===== config.mk =====
export PLATFORM = sky130hd
export DESIGN_NAME = pilu_top
export DESIGN_NICKNAME = d
export VERILOG_FILES = /design/src/common/pilu_pkg.sv /design/src/logic/pilu_prio_pick.sv /design/src/logic/pilu_top.sv
export SDC_FILE = /design/constraint.sdc
export NUM_CORES = 1
export LEC_CHECK = 0
export BUFFER_PORTS_ARGS = -buffer_cell sky130_fd_sc_hd__buf_2
export CAP_MARGIN = 0
export CORE_ASPECT_RATIO = 0.8
export CORE_MARGIN = 10
export CORE_UTILIZATION = 34
export DETAILED_ROUTE_END_ITERATION = 12
export PLACE_DENSITY = 0.55
export SKIP_LAST_GASP = 1
export SYNTH_ARGS = -nofsm -noshare
export SYNTH_HDL_FRONTEND = slang
export SYNTH_SLANG_ARGS = --single-unit

===== constraint.sdc =====
create_clock -name i_clk -period 4.51 [get_ports i_clk]
set_input_delay 1.1275 -clock i_clk [delete_from_list [all_inputs] [get_ports i_clk]]
set_output_delay 1.1275 -clock i_clk [all_outputs]
set_load 0.005 [all_outputs]

===== src/common/pilu_pkg.sv =====
// constants for the prioritized interrupt latch unit
package pilu_pkg;
    // ----------------------------------------
    // register byte addresses in the sfr space
    // ----------------------------------------
    localparam logic [7:0] ADDR_LATCH_UPPER = 8'h2e;
    localparam logic [7:0] ADDR_LATCH_LOW = 8'h3c;
    localparam logic [7:0] ADDR_LATCH_HIGH = 8'h3d;
    localparam logic [7:0] ADDR_ENABLE_UPPER = 8'h2c;
    localparam logic [7:0] ADDR_ENABLE_LOW = 8'h3a;
    localparam logic [7:0] ADDR_ENABLE_HIGH = 8'h3b;
    // ----------------------------------------
    // source slots and field positions
    // ----------------------------------------
    localparam int NUM_SLOTS = 24;
    localparam int NUM_LATCHED = 20;
    localparam int SLOT_SOFT_TRAP = 1;
    localparam int SLOT_FETCH_TRAP = 2;
    localparam int SLOT_WATCHDOG = 3;
    localparam int SLOT_FIRST_MASKABLE = 4;
    localparam int SLOT_EXT0 = 5;
    localparam int SLOT_CONVERSION_DONE = 15;
    localparam int SLOT_UPPER_BASE = 16;
    localparam int BIT_MASTER_ENABLE = 0;
    // ----------------------------------------
    // fixed priorities (lower wins)
    // ----------------------------------------
    localparam int PRIO_RESET = 1;
    localparam int PRIO_NONMASKABLE = 2;
    localparam int PRIO_MASKABLE_BASE = 5;
    // ----------------------------------------
    // vectors
    // ----------------------------------------
    localparam logic [15:0] VEC_RESET = 16'hfffe;
    localparam logic [15:0] VEC_SOFT_TRAP = 16'hfffc;
    localparam logic [15:0] VEC_UPPER_TOP = 16'hffbe;
    // ----------------------------------------
    // reset values and timing
    // ----------------------------------------
    localparam logic [23:0] LATCH_RESET = 24'h000000;
    localparam logic [23:0] ENABLE_RESET = 24'h000000;
    localparam logic MASTER_RESET = 1'b0;
    localparam int ACCEPT_MCYCLES = 8;
    localparam int MCYCLE_CLKS = 4;
    localparam int STACK_BYTES = 3;
endpackage


===== src/logic/pilu_prio_pick.sv =====
// fixed-priority pick of the winning request and its vector
`timescale 1ns/10ps
module pilu_prio_pick #(
    parameter int NUM = 24
) (
    input wire logic [NUM-1:0] i_req,
    output logic o_valid,
    output logic [4:0] o_index,
    output logic [15:0] o_vector
);
    // lowest slot wins; slots 1 to 3 share one level, lowest index breaks the tie
    always_comb begin
        o_valid = 1'b0;
        o_index = 5'h00;
        for (int i = NUM - 1; i >= 1; i--) begin
            if (i_req[i]) begin
                o_valid = 1'b1;
                o_index = 5'(i);
            end
        end
    end

    // slots below 16 step down from the reset vector, upper slots from their own top
    always_comb begin
        if (o_index < 5'(pilu_pkg::SLOT_UPPER_BASE)) begin
            o_vector = pilu_pkg::VEC_RESET - {10'h000, o_index, 1'b0};
        end else begin
            o_vector = pilu_pkg::VEC_UPPER_TOP
                - {10'h000, 5'(o_index - 5'(pilu_pkg::SLOT_UPPER_BASE)), 1'b0};
        end
    end
endmodule


===== src/logic/pilu_top.sv =====
// interrupt latches, enables, priority pick and acceptance sequence
`timescale 1ns/10ps
module pilu_top #(
    parameter int NUM_LATCHED = pilu_pkg::NUM_LATCHED,
    parameter int MCYCLE_CLKS = pilu_pkg::MCYCLE_CLKS
) (
    input wire logic i_clk,
    input wire logic i_reset,
    input wire logic i_ce,
    input wire logic [7:0] i_sfr_addr,
    input wire logic i_sfr_wr,
    input wire logic i_sfr_rd,
    input wire logic [7:0] i_sfr_wdata,
    output logic [7:0] o_sfr_rdata,
    input wire logic [pilu_pkg::NUM_SLOTS-1:0] i_src_request,
    input wire logic i_ext0_pin_enable,
    input wire logic i_soft_trap_event,
    input wire logic i_illegal_opcode_event,
    input wire logic i_fetch_trap_event,
    input wire logic i_watchdog_event,
    input wire logic i_trap_action_select,
    input wire logic i_watchdog_action_select,
    input wire logic i_insn_done,
    input wire logic i_irq_enable_op,
    input wire logic i_irq_disable_op,
    input wire logic i_return_op,
    input wire logic i_return_imf,
    output logic o_irq_pending,
    output logic o_accept_busy,
    output logic o_accept_done,
    output logic [15:0] o_vector,
    output logic o_stacked_imf,
    output logic [1:0] o_stack_bytes,
    output logic o_reset_request
);
    localparam int ACC_CLKS = pilu_pkg::ACCEPT_MCYCLES * MCYCLE_CLKS;
    localparam logic [7:0] ACC_LAST = 8'(ACC_CLKS - 1);

    typedef enum logic [1:0] {
        PILU_IDLE = 2'b01,
        PILU_ACCEPT = 2'b10
    } pilu_state_type;

    pilu_state_type state;
    logic [7:0] acc_cnt;
    logic [23:0] pend;
    logic [23:0] en;
    logic master_irq_enable;
    logic soft_req;
    logic [23:0] hw_set;
    logic [23:0] sw_clr;
    logic [23:0] req;
    logic pick_valid;
    logic [4:0] pick_idx;
    logic [15:0] pick_vec;
    logic start;

    // ----------------------------------------
    // request sources
    // ----------------------------------------
    // trap and watchdog only latch when action select picks the interrupt
    always_comb begin
        hw_set = i_src_request;
        hw_set[pilu_pkg::SLOT_SOFT_TRAP-1:0] = '0;
        hw_set[pilu_pkg::SLOT_SOFT_TRAP] = 1'b0;
        hw_set[pilu_pkg::SLOT_FETCH_TRAP] = i_fetch_trap_event & ~i_trap_action_select;
        hw_set[pilu_pkg::SLOT_WATCHDOG] = i_watchdog_event & ~i_watchdog_action_select;
    end

    // ----------------------------------------
    // software clear decode
    // ----------------------------------------
    always_comb begin
        sw_clr = 24'h000000;
        if (i_sfr_wr && i_sfr_addr == pilu_pkg::ADDR_LATCH_LOW) begin
            sw_clr[7:2] = ~i_sfr_wdata[7:2];
        end else if (i_sfr_wr && i_sfr_addr == pilu_pkg::ADDR_LATCH_HIGH) begin
            sw_clr[15:8] = ~i_sfr_wdata;
        end else if (i_sfr_wr && i_sfr_addr == pilu_pkg::ADDR_LATCH_UPPER) begin
            sw_clr[19:16] = ~i_sfr_wdata[3:0];
        end
    end

    // ----------------------------------------
    // pending latches
    // ----------------------------------------
    // only the captured winner is cleared, so a conversion-done request is never lost
    genvar g;
    generate
        for (g = 0; g < 24; g++) begin : gen_latch
            if (g >= pilu_pkg::SLOT_FETCH_TRAP && g < NUM_LATCHED) begin : gen_real
                always_ff @(posedge i_clk) begin
                    if (i_reset) begin
                        pend[g] <= pilu_pkg::LATCH_RESET[g];
                    end else if (i_ce) begin
                        if (hw_set[g]) begin
                            pend[g] <= 1'b1;
                        end else if (start && pick_idx == 5'(g)) begin
                            pend[g] <= 1'b0;
                        end else if (sw_clr[g]) begin
                            pend[g] <= 1'b0;
                        end
                    end
                end
            end else begin : gen_none
                assign pend[g] = 1'b0;
            end
        end
    endgenerate

    // non-latched soft trap and illegal opcode, held until accepted
    always_ff @(posedge i_clk) begin
        if (i_reset) begin
            soft_req <= 1'b0;
        end else if (i_ce) begin
            if (i_soft_trap_event || i_illegal_opcode_event) begin
                soft_req <= 1'b1;
            end else if (start && pick_idx == 5'(pilu_pkg::SLOT_SOFT_TRAP)) begin
                soft_req <= 1'b0;
            end
        end
    end

    // ----------------------------------------
    // enables
    // ----------------------------------------
    always_ff @(posedge i_clk) begin
        if (i_reset) begin
            en <= pilu_pkg::ENABLE_RESET;
        end else if (i_ce && i_sfr_wr) begin
            if (i_sfr_addr == pilu_pkg::ADDR_ENABLE_LOW) begin
                en[7:4] <= i_sfr_wdata[7:4];
            end else if (i_sfr_addr == pilu_pkg::ADDR_ENABLE_HIGH) begin
                en[15:8] <= i_sfr_wdata;
            end else if (i_sfr_addr == pilu_pkg::ADDR_ENABLE_UPPER) begin
                en[19:16] <= i_sfr_wdata[3:0];
            end
        end
    end

    always_ff @(posedge i_clk) begin
        if (i_reset) begin
            master_irq_enable <= pilu_pkg::MASTER_RESET;
        end else if (i_ce) begin
            if (start) begin
                master_irq_enable <= 1'b0;
            end else if (i_irq_disable_op) begin
                master_irq_enable <= 1'b0;
            end else if (i_irq_enable_op) begin
                master_irq_enable <= 1'b1;
            end else if (i_return_op) begin
                master_irq_enable <= i_return_imf;
            end else if (i_sfr_wr && i_sfr_addr == pilu_pkg::ADDR_ENABLE_LOW) begin
                master_irq_enable <= i_sfr_wdata[pilu_pkg::BIT_MASTER_ENABLE];
            end
        end
    end

    // ----------------------------------------
    // gating and priority
    // ----------------------------------------
    always_comb begin
        req = pend & en & {24{master_irq_enable}};
        req[pilu_pkg::SLOT_EXT0] = req[pilu_pkg::SLOT_EXT0] & i_ext0_pin_enable;
        req[pilu_pkg::SLOT_FIRST_MASKABLE-1:0] = 4'h0;
        req[pilu_pkg::SLOT_SOFT_TRAP] = soft_req;
        req[pilu_pkg::SLOT_FETCH_TRAP] = pend[pilu_pkg::SLOT_FETCH_TRAP];
        req[pilu_pkg::SLOT_WATCHDOG] = pend[pilu_pkg::SLOT_WATCHDOG];
    end

    pilu_prio_pick #(
        .NUM(24)
    ) u_pick (
        .i_req(req),
        .o_valid(pick_valid),
        .o_index(pick_idx),
        .o_vector(pick_vec)
    );

    assign start = i_ce && state == PILU_IDLE && i_insn_done && pick_valid;

    // ----------------------------------------
    // acceptance sequence
    // ----------------------------------------
    always_ff @(posedge i_clk) begin
        if (i_reset) begin
            state <= PILU_IDLE;
            acc_cnt <= 8'h00;
            o_accept_busy <= 1'b0;
            o_accept_done <= 1'b0;
            o_vector <= pilu_pkg::VEC_RESET;
            o_stacked_imf <= 1'b0;
            o_stack_bytes <= 2'h0;
        end else if (i_ce) begin
            o_accept_done <= 1'b0;
            case (state)
                PILU_IDLE: begin
                    if (start) begin
                        state <= PILU_ACCEPT;
                        acc_cnt <= 8'h00;
                        o_accept_busy <= 1'b1;
                        o_vector <= pick_vec;
                        o_stacked_imf <= master_irq_enable;
                        o_stack_bytes <= 2'(pilu_pkg::STACK_BYTES);
                    end
                end
                PILU_ACCEPT: begin
                    if (acc_cnt == ACC_LAST) begin
                        state <= PILU_IDLE;
                        o_accept_busy <= 1'b0;
                        o_accept_done <= 1'b1;
                    end else begin
                        acc_cnt <= acc_cnt + 8'h01;
                    end
                end
                default: begin
                    state <= PILU_IDLE;
                end
            endcase
        end
    end

    // ----------------------------------------
    // status outputs and register reads
    // ----------------------------------------
    always_ff @(posedge i_clk) begin
        if (i_reset) begin
            o_irq_pending <= 1'b0;
            o_reset_request <= 1'b0;
        end else if (i_ce) begin
            o_irq_pending <= pick_valid;
            o_reset_request <= (i_fetch_trap_event & i_trap_action_select)
                | (i_watchdog_event & i_watchdog_action_select);
        end
    end

    always_ff @(posedge i_clk) begin
        if (i_reset) begin
            o_sfr_rdata <= 8'h00;
        end else if (i_ce) begin
            if (i_sfr_rd && i_sfr_addr == pilu_pkg::ADDR_LATCH_LOW) begin
                o_sfr_rdata <= {pend[7:2], 2'b00};
            end else if (i_sfr_rd && i_sfr_addr == pilu_pkg::ADDR_LATCH_HIGH) begin
                o_sfr_rdata <= pend[15:8];
            end else if (i_sfr_rd && i_sfr_addr == pilu_pkg::ADDR_LATCH_UPPER) begin
                o_sfr_rdata <= {4'h0, pend[19:16]};
            end else if (i_sfr_rd && i_sfr_addr == pilu_pkg::ADDR_ENABLE_LOW) begin
                o_sfr_rdata <= {en[7:4], 3'b000, master_irq_enable};
            end else if (i_sfr_rd && i_sfr_addr == pilu_pkg::ADDR_ENABLE_HIGH) begin
                o_sfr_rdata <= en[15:8];
            end else if (i_sfr_rd && i_sfr_addr == pilu_pkg::ADDR_ENABLE_UPPER) begin
                o_sfr_rdata <= {4'h0, en[19:16]};
            end else begin
                o_sfr_rdata <= 8'h00;
            end
        end
    end
endmodule


==> results.yml <==
run:
  max_cap_violations: 0
routing:
  viasPerCell: 5.86
  drtAntennaViolNets: 0
  drt_iter0_drc: 281
  vias: 3921
  finalWirelength_um: 13700
  drcViolationCount: 0
  wl_per_cell_um: 20.5
  first_pass_iters: 5
floorplan:
  dieArea_um2: 16200
  io_pins: 88
  die_w_um: 140
  die_h_um: 116
  design.core.area_um2: 11000
  start_util: 0.353
  rows: 34
power:
  power_density_nw_per_um2: 331
  total_leakage_power_nw: 1.88
  peakVddDrop_uv: 154
logic_synthesis:
  synth_top_area_cell: "dfxtp_1"
  synthArstFlopShare: 0
  synth_edf_count: 0
  synthTopCellsByArea: "dfxtp_1, mux2i_1, nor2_1"
  syn_area_um2: 3890
  synth.avg_cell_area_um2: 8.46
  ys_types: 75
  synth_cells: 460
  seq_area_frac_synth: 0.334
  synth_top_area_share: 0.334
  yosys_warnings: 0
  synth_flop_cell: "dfxtp_1"
  ys_ff_latch: 65
final_layout:
  n_antenna_cell: 0
  finish.utilization: 0.415
  finalInstanceArea_um2: 4570
  layout-drive-gt1-share: 0.202
  synthToLayoutAreaGrowth_pct: 17.5
  final_cells: 669
  final_common_cell: "buf_2"
  final_nets: 578
  mostFrequentLayoutCells: "buf_2, dfxtp_1, nor2_1, nand2_1, a21oi_1"
place:
  dp.cells: 653
  placed_cell_area_um2: 4290
  hpwl_um: 10200
  gp_congestion: 0.929
  port_buffers: 68
timing:
  hold_slack_ps: 458
  rsz0062_at_grt: "false"
  slew_headroom: 0.532
  period_needed_ps: 2920
  setup_tns_ps: 0
  finalSetupViolCount: 0
  fin_crit_sh: 0.648
  timing.fmax_ghz: 0.342
  tightest_slew_ps: 702
  finalHoldViolations: 0
  fin_worst_skew_ps: 4.73
  slew_viol_final: 0
clocking:
  cts.reportedPaths.clkPinSlew_ps: 50
  hold_buffers: 0
  cts_root_buffer: "clkbuf_16"
  clock_tree.htree_level_count: 3
  cts_setup_buffers: 0
  cts_resized: 0
  clock_path_buffers: 2
  cts.sinks: 65
  cts_tree: "yes"
  clock_latency_ps: 330
  cts_made_buffers: 9
outcome:
  outcome: "completed"
global_route:
  grtUsageTotal: 0.167
  grt_start_max_net_pins: 59
  grt_pass1_vias: 3752
  grt_pass1_wl_um: 21300
  antenna_found_initial: 0
  grt-ovfl-total: 0
critical_path:
  startpoint_type: "primary input"
  slowest_delay_ps: 810
  critPathKind: "in2reg"
  path_max_fanout: 44
  worstPathArrival_ps: 3120
  cp.required_ps: 4700
  cp_cell_sequence: "buf_2, buf_4, inv_1, or4b_2, nand2_1, a21oi_1"
  crit_path_end_kind: "flip-flop"
  critPathSlowestCell: "or4b_2"
min_path:
  hold_class: "reg2reg"
[critical path, delay by kind of cell]
| family | cells | cell delay (ps) |
|---|---|---|
| AOI/OAI and AO/OA | 1 | 60 |
| buffers and inverters | 3 | 1010 |
| and+or+nand+nor | 2 | 910 |
[through the flow]
step | total power, mW | setup WS, ps
6_report | 1.51 | 1590
3_5_place_dp | 0.863 | 1230
2_1_floorplan | 0.781 | 2000
4_1_cts | 1.53 | 1600
3_3_place_gp | 0.857 | 1280
5_1_grt | 1.58 | 1490
[power by group]
| part | internal [mW] | switching (mW) | total, mW |
|---|---|---|---|
| clock | 0.398 | 0.258 | 0.656 |
| combinational | 0.0803 | 0.118 | 0.199 |
| sequential | 0.606 | 0.0530 | 0.659 |
[sequential cells by signal, summed over array words and instances, names as in the netlist, 2 cells and up]
signal,flops
en,16
o_sfr_rdata,8
state,2
pend,18
acc_cnt,8
o_vector,5
[metal layers]
layer | track usage | wire length [um] | vias up
li1 | - | - | 1862
met1 | 0.243 | 6940 | 1882
met2 | 0.230 | 5520 | 165
met3 | 0.0466 | 1070 | 12
met4 | 0.0495 | 178 | 0
met5 | 0 | 0 | -
[path summary, 6_finish.rpt]
check | from | to | slack (ps) | cells past startpoint
setup reg to reg | master_irq_enable | pend[16] | 2120 | 4
setup / recovery | i_ce | o_accept_busy | 1590 | 6
hold / removal | o_sfr_rdata[1] | o_sfr_rdata[1] | 460 | 2
hold reg to reg | o_sfr_rdata[1] | o_sfr_rdata[1] | 460 | 2
[logic make-up (layout without fill, tap and decap cells)]
group                    Yosys count  in the layout  share of synthesized area
flip-flops                        65             65                      0.334
multiplexers                      32             32                     0.0833
adder cells (fa/ha/maj)            1              1                    0.00321
AO/OA/AOI/OAI                    148            148                      0.294
other                              2             11                    0.00193
AND/OR/NAND/NOR                  173            173                      0.227
buffers and inverters             37             93                     0.0511
XOR/XNOR                           2              2                    0.00450
[layout make-up]
class / count / area (um2)
clock inverters: 5 / 30.0
inverters: 7 / 26.3
clock buffers: 11 / 253
repair buffers: 70 / 355
multi-input cells: 367 / 2430
fillers: 1136 / 6450
flip-flops and latches: 65 / 1300
well taps: 144 / 180
[synthesized netlist by cell type (all sizes together) (4+ instances only)]
cell     number
a211oi       10
a21oi        37
a221oi        7
a22oi        10
and2          6
and3          7
and4b         4
buf          18
clkbuf       12
dfxtp        65
inv           6
mux2i        29
nand2        35
nand2b        9
nand3        13
nand4         5
nor2         56
nor2b         6
nor3         12
nor3b         4
o2111ai       6
o211ai       12
o21ai        18
o221ai        4
No activity file was read; power rests on OpenSTA's default activity.
